[config.mk]
export PLATFORM = sky130hd
export DESIGN_NAME = mscsp_top
export DESIGN_NICKNAME = d
export VERILOG_FILES = /design/src/shared/mscsp_pkg.sv /design/src/verilog/mscsp_top.sv
export SDC_FILE = /design/constraint.sdc
export NUM_CORES = 1
export LEC_CHECK = 0
export BUFFER_PORTS_ARGS = -buffer_cell sky130_fd_sc_hd__buf_4
export CAP_MARGIN = 10
export CORE_MARGIN = 1.5
export CORE_UTILIZATION = 53
export CTS_CLUSTER_DIAMETER = 80
export DETAILED_ROUTE_END_ITERATION = 16
export MAX_ROUTING_LAYER = met4
export PLACE_DENSITY_LB_ADDON = 0.2
export SETUP_SLACK_MARGIN = 0.3
export SYNTH_ARGS = -nofsm -noshare
export SYNTH_HDL_FRONTEND = slang
export SYNTH_SLANG_ARGS = --single-unit
[constraint.sdc]
create_clock -name I_CLOCK -period 3.7 [get_ports I_CLOCK]
set_input_delay 1.11 -clock I_CLOCK [delete_from_list [all_inputs] [get_ports I_CLOCK]]
set_output_delay 1.11 -clock I_CLOCK [all_outputs]
set_load 0.05 [all_outputs]
[src/shared/mscsp_pkg.sv]
// Package for the motion system control, status and pin I/O register block
package mscsp_pkg;
   // Register word width and pin count
   localparam int REG_W = 12;
   localparam int PIO_N = 6;
   localparam int ADDR_W = 4;

   // Register addresses on the 4-bit register port
   localparam logic [3:0] ADDR_PIO_CTRL = 4'hB;
   localparam logic [3:0] ADDR_PIO_DATA = 4'hC;
   localparam logic [3:0] ADDR_SYS_CTRL = 4'hD;
   localparam logic [3:0] ADDR_SYS_STAT = 4'hE;

   // System control field positions
   localparam int SC_AUX_SEL0 = 0;
   localparam int SC_AUX_SEL1 = 1;
   localparam int SC_U_EN = 3;
   localparam int SC_AUX_EN = 4;
   localparam int SC_CLK_DIV2 = 5;
   localparam int SC_PARK_IE = 6;
   localparam int SC_ADC_IE = 7;
   localparam int SC_IRQ_LEVEL = 8;
   localparam int SC_ROT_33 = 10;
   // Writable bits of system control; others read zero
   localparam logic [11:0] SC_WMASK = 12'h5FB;
   localparam logic [11:0] SC_RESET = 12'h000;

   // System status field positions
   localparam int ST_ADC_DONE = 0;
   localparam int ST_XFORM_DONE = 1;
   localparam int ST_PIO_CHANGE = 2;
   localparam int ST_ROT_VALID = 4;
   localparam int ST_IRQ_MINE = 11;

   // Pin I/O control layout
   localparam int PC_DIR_LSB = 0;
   localparam int PC_IE_LSB = 6;
   localparam logic [11:0] PC_RESET = 12'h000;
   localparam logic [5:0] PIO_DATA_RESET = 6'h00;

   // Converted channel set
   typedef struct packed {
      logic       conv_u;
      logic       conv_v;
      logic       conv_w;
      logic       conv_aux;
      logic [1:0] aux_sel;
      logic       three_phase;
   } mscsp_chan_s;

   // Register port request
   typedef struct packed {
      logic [3:0]  addr;
      logic [11:0] wdata;
      logic        wr;
      logic        rd;
   } mscsp_req_s;
endpackage

[src/verilog/mscsp_top.sv]
// Motion system control, status, IRQ and pin I/O control block
//
// The strobed register port and the register addresses were decided locally.
`timescale 1ns/1ps

module mscsp_top
   import mscsp_pkg::*;
#(
   parameter int NPIO = PIO_N
) (
   input  wire logic              I_CLOCK,
   input  wire logic              I_SYS_RST,
   input  wire logic [3:0]        I_ADDR,
   input  wire logic [11:0]       I_WDATA,
   input  wire logic              I_WR,
   input  wire logic              I_RD,
   output logic      [11:0]       O_RDATA,
   input  wire logic              I_ADC_DONE,
   input  wire logic              I_XFORM_START,
   input  wire logic              I_XFORM_DONE,
   input  wire logic [NPIO-1:0]   I_PIO,
   output logic      [NPIO-1:0]   O_PIO,
   output logic      [NPIO-1:0]   O_PIO_OE,
   output logic                   O_IRQ_N,
   output logic                   O_SYS_CE,
   output mscsp_chan_s            O_CHAN,
   output logic                   O_ROT_33
);

   // Register state
   logic [11:0]     sys_ctrl_r;
   logic [11:0]     pio_ctrl_r;
   logic [NPIO-1:0] pio_out_r;
   logic            st_adc_r;
   logic            st_xf_r;
   logic            st_pio_r;
   logic            st_irq_r;
   logic            st_valid_r;
   logic            xf_started_r;
   logic [NPIO-1:0] pio_s1_r;
   logic [NPIO-1:0] pio_s2_r;
   logic [NPIO-1:0] pio_prev_r;
   logic            div_ph_r;
   logic            ce_r;
   logic            irq_n_r;
   logic            lvl_hold_r;
   logic [11:0]     rdata_r;
   mscsp_chan_s     chan_r;
   logic            rot33_r;

   // Address decode
   mscsp_req_s req;
   wire        wr_sc;
   wire        wr_pc;
   wire        wr_pd;
   wire        rd_st;
   assign req   = '{addr: I_ADDR, wdata: I_WDATA, wr: I_WR, rd: I_RD};
   assign wr_sc = req.wr && (req.addr == ADDR_SYS_CTRL);
   assign wr_pc = req.wr && (req.addr == ADDR_PIO_CTRL);
   assign wr_pd = req.wr && (req.addr == ADDR_PIO_DATA);
   assign rd_st = req.rd && (req.addr == ADDR_SYS_STAT);

   // Pin direction and change enables
   wire [NPIO-1:0] pio_dir;
   wire [NPIO-1:0] pio_ie;
   assign pio_dir = pio_ctrl_r[PC_DIR_LSB +: NPIO];
   assign pio_ie  = pio_ctrl_r[PC_IE_LSB +: NPIO];

   // Event qualification; events only count on system clock enables
   wire ev_adc;
   wire ev_xf;
   wire ev_pio;
   wire ev_any;
   assign ev_adc = ce_r && I_ADC_DONE && sys_ctrl_r[SC_ADC_IE];
   assign ev_xf  = ce_r && I_XFORM_DONE && sys_ctrl_r[SC_PARK_IE];
   // Per-pin change detect; an output pin never qualifies, whatever its enable says
   wire [NPIO-1:0] pin_moved;
   wire [NPIO-1:0] pin_armed;
   wire [NPIO-1:0] pin_event;
   genvar gp;
   generate
      for (gp = 0; gp < NPIO; gp++) begin : g_pin
         assign pin_moved[gp] = pio_s2_r[gp] ^ pio_prev_r[gp];
         assign pin_armed[gp] = pio_ie[gp] && !pio_dir[gp];
         assign pin_event[gp] = pin_moved[gp] && pin_armed[gp];
      end
   endgenerate
   assign ev_pio = ce_r && |pin_event;
   assign ev_any = ev_adc || ev_xf || ev_pio;

   // Status next values: set wins over read clear
   wire st_adc_nxt;
   wire st_xf_nxt;
   wire st_pio_nxt;
   wire st_irq_nxt;
   assign st_adc_nxt = ev_adc || (st_adc_r && !rd_st);
   assign st_xf_nxt  = ev_xf  || (st_xf_r  && !rd_st);
   assign st_pio_nxt = ev_pio || (st_pio_r && !rd_st);
   assign st_irq_nxt = ev_any || (st_irq_r && !rd_st);

   // IRQ level hold: set by event, released by status read
   wire lvl_hold_nxt;
   wire irq_n_nxt;
   assign lvl_hold_nxt = ev_any || (lvl_hold_r && !rd_st);
   // Edge format: one system-clock period low, stretched over a disabled fast cycle
   wire irq_edge_low;
   wire irq_level_low;
   assign irq_edge_low  = ev_any || (!irq_n_r && !ce_r);
   assign irq_level_low = lvl_hold_nxt;
   assign irq_n_nxt     = sys_ctrl_r[SC_IRQ_LEVEL] ? !irq_level_low : !irq_edge_low;

   // Status read view; valid bit held zero until a transform starts
   wire [11:0] status_word;
   wire        valid_shown;
   assign valid_shown = st_valid_r && xf_started_r;
   assign status_word = (REG_W'(st_adc_r) << ST_ADC_DONE)
                      | (REG_W'(st_xf_r) << ST_XFORM_DONE)
                      | (REG_W'(st_pio_r) << ST_PIO_CHANGE)
                      | (REG_W'(valid_shown) << ST_ROT_VALID)
                      | (REG_W'(st_irq_r) << ST_IRQ_MINE);

   // Read mux, data stands in the cycle after the strobe
   wire [11:0] rd_mux;
   assign rd_mux = !req.rd                      ? 12'h000
                 : (req.addr == ADDR_SYS_CTRL)  ? sys_ctrl_r
                 : (req.addr == ADDR_SYS_STAT)  ? status_word
                 : (req.addr == ADDR_PIO_CTRL)  ? pio_ctrl_r
                 : (req.addr == ADDR_PIO_DATA)  ? {{(12-NPIO){1'b0}}, pio_s2_r}
                 : 12'h000;

   // Channel selection decode
   mscsp_chan_s chan_nxt;
   assign chan_nxt.aux_sel     = {sys_ctrl_r[SC_AUX_SEL0], sys_ctrl_r[SC_AUX_SEL1]};
   assign chan_nxt.conv_u      = sys_ctrl_r[SC_U_EN];
   assign chan_nxt.conv_v      = 1'b1;
   assign chan_nxt.conv_w      = 1'b1;
   assign chan_nxt.conv_aux    = sys_ctrl_r[SC_AUX_EN];
   assign chan_nxt.three_phase = sys_ctrl_r[SC_U_EN];

   // Clock divider: enable every cycle, or every other cycle when halved
   wire div_ph_nxt;
   wire ce_nxt;
   assign div_ph_nxt = sys_ctrl_r[SC_CLK_DIV2] ? !div_ph_r : 1'b0;
   assign ce_nxt     = !sys_ctrl_r[SC_CLK_DIV2] || div_ph_r;

   // Next values of the host-writable registers; reserved control bits stay zero
   wire [11:0]     sys_ctrl_nxt;
   wire [11:0]     pio_ctrl_nxt;
   wire [NPIO-1:0] pio_out_nxt;
   assign sys_ctrl_nxt = wr_sc ? (req.wdata & SC_WMASK) : sys_ctrl_r;
   assign pio_ctrl_nxt = wr_pc ? req.wdata : pio_ctrl_r;
   assign pio_out_nxt  = wr_pd ? req.wdata[NPIO-1:0] : pio_out_r;

   // Transform progress: a start clears valid, a finish sets it, reads leave it
   wire st_valid_nxt;
   wire xf_started_nxt;
   assign xf_started_nxt = I_XFORM_START || xf_started_r;
   assign st_valid_nxt   = I_XFORM_START ? 1'b0 : (I_XFORM_DONE || st_valid_r);

   // Rotation mode follows the control register one cycle later
   wire rot33_nxt;
   assign rot33_nxt = sys_ctrl_r[SC_ROT_33];

   // System control register
   always_ff @(posedge I_CLOCK or posedge I_SYS_RST) begin
      if (I_SYS_RST) begin
         sys_ctrl_r <= SC_RESET;
      end else begin
         sys_ctrl_r <= sys_ctrl_nxt;
      end
   end

   // Pin direction and change-enable register
   always_ff @(posedge I_CLOCK or posedge I_SYS_RST) begin
      if (I_SYS_RST) begin
         pio_ctrl_r <= PC_RESET;
      end else begin
         pio_ctrl_r <= pio_ctrl_nxt;
      end
   end

   // Pin output data; only shows on pins set as outputs
   always_ff @(posedge I_CLOCK or posedge I_SYS_RST) begin
      if (I_SYS_RST) begin
         pio_out_r <= PIO_DATA_RESET;
      end else begin
         pio_out_r <= pio_out_nxt;
      end
   end

   // First synchroniser stage; may go metastable, so only the second stage reads it
   always_ff @(posedge I_CLOCK or posedge I_SYS_RST) begin
      if (I_SYS_RST) begin
         pio_s1_r <= '0;
      end else begin
         pio_s1_r <= I_PIO;
      end
   end

   // Second synchroniser stage
   always_ff @(posedge I_CLOCK or posedge I_SYS_RST) begin
      if (I_SYS_RST) begin
         pio_s2_r <= '0;
      end else begin
         pio_s2_r <= pio_s1_r;
      end
   end

   // Previous sample, taken per system clock so a change is seen once
   // Limitation: a pulse shorter than a system clock may be missed
   always_ff @(posedge I_CLOCK or posedge I_SYS_RST) begin
      if (I_SYS_RST) begin
         pio_prev_r <= '0;
      end else if (ce_r) begin
         pio_prev_r <= pio_s2_r;
      end
   end

   // Conversion-done flag
   always_ff @(posedge I_CLOCK or posedge I_SYS_RST) begin
      if (I_SYS_RST) begin
         st_adc_r <= 1'b0;
      end else begin
         st_adc_r <= st_adc_nxt;
      end
   end

   // Transformation-done flag
   always_ff @(posedge I_CLOCK or posedge I_SYS_RST) begin
      if (I_SYS_RST) begin
         st_xf_r <= 1'b0;
      end else begin
         st_xf_r <= st_xf_nxt;
      end
   end

   // Pin change flag
   always_ff @(posedge I_CLOCK or posedge I_SYS_RST) begin
      if (I_SYS_RST) begin
         st_pio_r <= 1'b0;
      end else begin
         st_pio_r <= st_pio_nxt;
      end
   end

   // Interrupt-from-this-block flag
   always_ff @(posedge I_CLOCK or posedge I_SYS_RST) begin
      if (I_SYS_RST) begin
         st_irq_r <= 1'b0;
      end else begin
         st_irq_r <= st_irq_nxt;
      end
   end

   // Result-valid flag; a status read never touches it
   always_ff @(posedge I_CLOCK or posedge I_SYS_RST) begin
      if (I_SYS_RST) begin
         st_valid_r <= 1'b0;
      end else begin
         st_valid_r <= st_valid_nxt;
      end
   end

   // First transform seen; masks the undefined valid bit as zero before it
   always_ff @(posedge I_CLOCK or posedge I_SYS_RST) begin
      if (I_SYS_RST) begin
         xf_started_r <= 1'b0;
      end else begin
         xf_started_r <= xf_started_nxt;
      end
   end

   // IRQ output, idle high
   always_ff @(posedge I_CLOCK or posedge I_SYS_RST) begin
      if (I_SYS_RST) begin
         irq_n_r <= 1'b1;
      end else begin
         irq_n_r <= irq_n_nxt;
      end
   end

   // Level-format hold, released by a status read
   always_ff @(posedge I_CLOCK or posedge I_SYS_RST) begin
      if (I_SYS_RST) begin
         lvl_hold_r <= 1'b0;
      end else begin
         lvl_hold_r <= lvl_hold_nxt;
      end
   end

   // Divider phase
   always_ff @(posedge I_CLOCK or posedge I_SYS_RST) begin
      if (I_SYS_RST) begin
         div_ph_r <= 1'b0;
      end else begin
         div_ph_r <= div_ph_nxt;
      end
   end

   // System clock enable; one clock tree, the slower rate is only an enable
   always_ff @(posedge I_CLOCK or posedge I_SYS_RST) begin
      if (I_SYS_RST) begin
         ce_r <= 1'b1;
      end else begin
         ce_r <= ce_nxt;
      end
   end

   // Read data; zero outside the cycle after a read strobe
   always_ff @(posedge I_CLOCK or posedge I_SYS_RST) begin
      if (I_SYS_RST) begin
         rdata_r <= 12'h000;
      end else begin
         rdata_r <= rd_mux;
      end
   end

   // Channel selection output
   always_ff @(posedge I_CLOCK or posedge I_SYS_RST) begin
      if (I_SYS_RST) begin
         chan_r <= '0;
      end else begin
         chan_r <= chan_nxt;
      end
   end

   // Rotation mode output
   always_ff @(posedge I_CLOCK or posedge I_SYS_RST) begin
      if (I_SYS_RST) begin
         rot33_r <= 1'b0;
      end else begin
         rot33_r <= rot33_nxt;
      end
   end

   // Outputs come straight from the registers above

   assign O_RDATA  = rdata_r;
   assign O_PIO    = pio_out_r;
   assign O_PIO_OE = pio_ctrl_r[PC_DIR_LSB +: NPIO];
   assign O_IRQ_N  = irq_n_r;
   assign O_SYS_CE = ce_r;
   assign O_CHAN   = chan_r;
   assign O_ROT_33 = rot33_r;

endmodule

==> impl_results.html <==
<table>
<tr><th>Metric</th><th>Value</th></tr>
<tr><th colspan="2">Logic synthesis</th></tr>
<tr><td>Area share of the largest cell type after synthesis</td><td>60.5%</td></tr>
<tr><td>Post-synthesis net count</td><td>237</td></tr>
<tr><td>Leading post-synthesis cells by instance count</td><td>sky130_fd_sc_hd__dfrtp_1 (71), sky130_fd_sc_hd__mux2_2 (14), sky130_fd_sc_hd__nor2b_1 (12)</td></tr>
<tr><td>Cell types with the largest area share after synthesis</td><td>sky130_fd_sc_hd__dfrtp_1 (61%), sky130_fd_sc_hd__mux2_2 (5.4%), sky130_fd_sc_hd__mux2_4 (5.1%), sky130_fd_sc_hd__mux2_1 (4.2%), sky130_fd_sc_hd__a22oi_1 (2.8%)</td></tr>
<tr><td>Post-synth ARST share</td><td>100%</td></tr>
<tr><td>Leading register cell type out of synthesis</td><td>sky130_fd_sc_hd__dfrtp_1</td></tr>
<tr><td>Post-synthesis mux area share</td><td>14.7%</td></tr>
<tr><td>Simple-gate portion of the synthesized area</td><td>7.37%</td></tr>
<tr><td>XOR/XNOR Fraction of Synth Area</td><td>1.79%</td></tr>
<tr><td>Number of synthesized flops with an enable pin</td><td>0</td></tr>
<tr><td>Number of different library cells in the post-synthesis netlist</td><td>35</td></tr>
<tr><td>Cell count after synthesis</td><td>208</td></tr>
<tr><td>Warning count from the yosys run</td><td>0</td></tr>
<tr><td>Combinational family with the most area after synthesis</td><td>multiplexers</td></tr>
<tr><td>Fraction of the mapped netlist area in adder cells</td><td>0%</td></tr>
<tr><td>Fraction of the mapped netlist area in compound gates</td><td>8.70%</td></tr>
<tr><td>Post-synth top area cell</td><td>sky130_fd_sc_hd__dfrtp_1</td></tr>
<tr><td>Seq cells post-synth</td><td>73</td></tr>
<tr><td>Mapped cell area</td><td>2940 sq um</td></tr>
<tr><td>Sequential share of the synthesized area</td><td>62.3%</td></tr>
<tr><td>Most frequent cell after synthesis</td><td>sky130_fd_sc_hd__dfrtp_1</td></tr>
<tr><td>Synthesized area per cell</td><td>14.1 sq um</td></tr>
<tr><th colspan="2">Timing</th></tr>
<tr><td>Worst hold-check slack</td><td>0.352 ns</td></tr>
<tr><td>Max-slew headroom at the worst pin</td><td>63.4%</td></tr>
<tr><td>Highest attainable clock frequency</td><td>410 MHz</td></tr>
<tr><td>Final total negative setup slack</td><td>0 ns</td></tr>
<tr><td>Worst-Margin Slew</td><td>0.548 ns</td></tr>
<tr><td>Final-report hold violation count</td><td>0</td></tr>
<tr><td>Fin crit period</td><td>2.44 ns</td></tr>
<tr><td>Worst clock skew</td><td>0.00956 ns</td></tr>
<tr><td>RSZ-0062 raised after global routing</td><td>no</td></tr>
<tr><td>Tcrit/Tclk final</td><td>66.0%</td></tr>
<tr><td>Setup violators final</td><td>0</td></tr>
<tr><td>Number of max-slew violations in the final report</td><td>0</td></tr>
<tr><th colspan="2">Drt</th></tr>
<tr><td>DR iter-0 viols</td><td>117</td></tr>
<tr><td>Average wire length per cell after detail routing</td><td>16.9 um</td></tr>
<tr><td>Routed Wire Length</td><td>5730 um</td></tr>
<tr><td>Count of unresolved DRC violations after routing</td><td>0</td></tr>
<tr><td>DRT antenna net count</td><td>0</td></tr>
<tr><td>Post-DR vias/cell</td><td>5.37</td></tr>
<tr><td>Routed vias</td><td>1821</td></tr>
<tr><td>Initial DRT Pass Iterations</td><td>4</td></tr>
<tr><th colspan="2">Die</th></tr>
<tr><td>Number of standard-cell rows in the floorplan</td><td>26</td></tr>
<tr><td>Starting density of the core</td><td>56.0%</td></tr>
<tr><td>Number of top-level pins</td><td>63</td></tr>
<tr><td>Placeable core region</td><td>5240 sq um</td></tr>
<tr><td>Die outline area</td><td>5990 sq um</td></tr>
<tr><td>Height of the die</td><td>77.4 um</td></tr>
<tr><td>Die Width</td><td>77.4 um</td></tr>
<tr><th colspan="2">Critical path</th></tr>
<tr><td>Required arrival time at the worst endpoint</td><td>2.59 ns</td></tr>
<tr><td>CP endpoint kind</td><td>output port</td></tr>
<tr><td>Terminus of the critical flop-to-flop path</td><td>O_IRQ_N</td></tr>
<tr><td>Worst endpoint data arrival time</td><td>1.33 ns</td></tr>
<tr><td>Crit-path leading delay family</td><td>flip-flops</td></tr>
<tr><td>Sequence of cells on the critical path</td><td>buf_4</td></tr>
<tr><td>Peak fanout along the critical path</td><td>12</td></tr>
<tr><td>Worst reg2reg startpoint</td><td>pio_s2_r[1]</td></tr>
<tr><td>Number of cell instances on the worst register-to-register path</td><td>4</td></tr>
<tr><td>Critical path depth in cells</td><td>1</td></tr>
<tr><td>Worst R2R Setup Slack</td><td>2.33 ns</td></tr>
<tr><td>Type of element launching the critical path</td><td>flip-flop</td></tr>
<tr><td>Worst Path Class, Setup</td><td>reg2out</td></tr>
<tr><td>Sum of buffers and inverters on the critical path</td><td>1</td></tr>
<tr><td>Highest cell delay on the worst timing path</td><td>0.73 ns</td></tr>
<tr><td>Worst path slowest cell</td><td>sky130_fd_sc_hd__dfstp_2</td></tr>
<tr><th colspan="2">Min path</th></tr>
<tr><td>Hold Crit Start</td><td>pio_s1_r[4]</td></tr>
<tr><td>Destination of the worst hold path</td><td>pio_s2_r[4]</td></tr>
<tr><td>Worst hold-check path type</td><td>reg2reg</td></tr>
<tr><td>Hold Path Cell Cnt</td><td>0</td></tr>
<tr><th colspan="2">Global routing</th></tr>
<tr><td>Global route total overflow</td><td>0</td></tr>
<tr><td>Vias in the first global route</td><td>1878</td></tr>
<tr><td>Global-route total usage across every layer</td><td>21.7%</td></tr>
<tr><td>Largest net degree at the start of global routing</td><td>33</td></tr>
<tr><td>Number of antenna violations at the first check in global routing</td><td>0</td></tr>
<tr><td>Wire length of the first global-routing pass</td><td>9490 um</td></tr>
<tr><th colspan="2">Outcome</th></tr>
<tr><td>Status</td><td>completed</td></tr>
<tr><th colspan="2">Clock network</th></tr>
<tr><td>Total of cells resized after clock tree synthesis</td><td>0</td></tr>
<tr><td>Clock tree buffer depth</td><td>2</td></tr>
<tr><td>Post-CTS Setup Repair Bufs</td><td>0</td></tr>
<tr><td>Root buffer cell</td><td>sky130_fd_sc_hd__clkbuf_8</td></tr>
<tr><td>Number of levels in the clock H-tree</td><td>3</td></tr>
<tr><td>CTS Buf Count</td><td>9</td></tr>
<tr><td>Sink Count</td><td>73</td></tr>
<tr><td>Clock insertion delay at the later pin of the skew report</td><td>0.34 ns</td></tr>
<tr><td>Hold-fix buffers at CTS</td><td>0</td></tr>
<tr><td>CTS tree</td><td>built</td></tr>
<tr><td>Clk slew on worst S/H paths</td><td>0.07 ns</td></tr>
<tr><th colspan="2">Pwr</th></tr>
<tr><td>Peak ir drop on the vdd network</td><td>351 uV</td></tr>
<tr><td>Power density cells</td><td>625 nW/um^2</td></tr>
<tr><td>Leakage component of the power</td><td>1.73 nW</td></tr>
<tr><th colspan="2">Placed design</th></tr>
<tr><td>Global placer's final weighted congestion</td><td>0.852</td></tr>
<tr><td>Port buffer count</td><td>62</td></tr>
<tr><td>Half-perimeter wire length after detailed placement</td><td>4110 um</td></tr>
<tr><th colspan="2">Layout</th></tr>
<tr><td>Growth of design area from synthesis to finish</td><td>22.5%</td></tr>
<tr><td>Count of nets after finishing</td><td>293</td></tr>
<tr><td>Count of inserted antenna diode cells</td><td>0</td></tr>
<tr><td>Fraction of layout instances using a drive strength above 1</td><td>40.9%</td></tr>
<tr><th colspan="2">Job</th></tr>
<tr><td>Number of maximum-capacitance violations</td><td>0</td></tr>
</table>
routing by layer:
metal	global-route usage (%)	share of wire, %
met5	-	0
met4	9.45	1.4
met3	3.88	5.2
met2	33.6	49
met1	28.4	45
kinds of logic (layout without fill, tap and decap cells):
| logic type | count (synthesis) | after routing |
|---|---|---|
| multiplexers | 35 | 35 |
| AND/OR/NAND/NOR | 38 | 38 |
| buffers and inverters | 24 | 85 |
| XOR/XNOR | 6 | 6 |
| flip-flops | 73 | 73 |
| other | 1 | 1 |
| AO/OA/AOI/OAI | 31 | 31 |
layout by cell type, fill, tap and decap left out, drive strengths merged, types with 2 or more instances in the layout:
master / synthesis / layout
mux2: 35 / 35
clkbuf: 4 / 14
a22oi: 11 / 11
a211oi: 2 / 2
nand2: 8 / 8
a32oi: 3 / 3
a32o: 4 / 4
nor2: 5 / 5
nand3: 3 / 3
o221ai: 2 / 2
buf: 15 / 64
nor3b: 2 / 2
inv: 5 / 5
a22o: 2 / 2
dfstp: 2 / 2
and3: 4 / 4
nor2b: 13 / 13
dfrtp: 71 / 71
a21o: 2 / 2
xor2: 6 / 6
power breakdown:
group          leakage [nW]  internal, mW  switching (mW)
logic                 0.745         0.230           0.338
clock network         0.107         0.366           0.267
registers             0.881         0.933           0.113
flip-flops by register name, summed over array words and instances, names as in the netlist, 5 cells and up:
| name | count |
|---|---|
| pio_prev_r | 6 |
| O_PIO | 6 |
| pio_ctrl_r | 12 |
| O_RDATA | 12 |
| pio_s2_r | 6 |
| O_CHAN | 5 |
| pio_s1_r | 6 |
| sys_ctrl_r | 9 |
through the flow:
step | utilization, % | cell area (sq um) | cells | worst slack (ns) | power, mW
after floorplan | - | 2940 | 208 | 0.740 | 1.46
after global placement | 64.7 | 3390 | 323 | 1.08 | 1.62
after detailed placement | 64.7 | 3390 | 323 | 1.04 | 1.63
after CTS | 68.7 | 3600 | 339 | 1.24 | 2.27
after global routing | 68.7 | 3600 | 339 | 1.22 | 2.35
final | 68.7 | 3600 | 339 | 1.26 | 2.25
worst max path at each step:
stage	from	endpoint	slack [ns]
floorplan	I_SYS_RST	O_CHAN[1]	0.74
global placement	I_ADDR[0]	pio_ctrl_r[10]	1.08
finish	O_SYS_CE	O_SYS_CE	1.26
CTS	O_SYS_CE	O_SYS_CE	1.24
detailed placement	I_ADDR[0]	pio_ctrl_r[10]	1.04
global route	O_SYS_CE	O_SYS_CE	1.22
final cells by class:
cell class	instances	area [sq um]
clock buffer	14	173
clock inverter	2	35.0
fill	396	1640
inverter	5	18.8
multi-input combinational	111	960
sequential	73	1830
tap	70	87.6
timing repair buffer	64	493
Note: power is estimated with default switching activity, not from simulation.
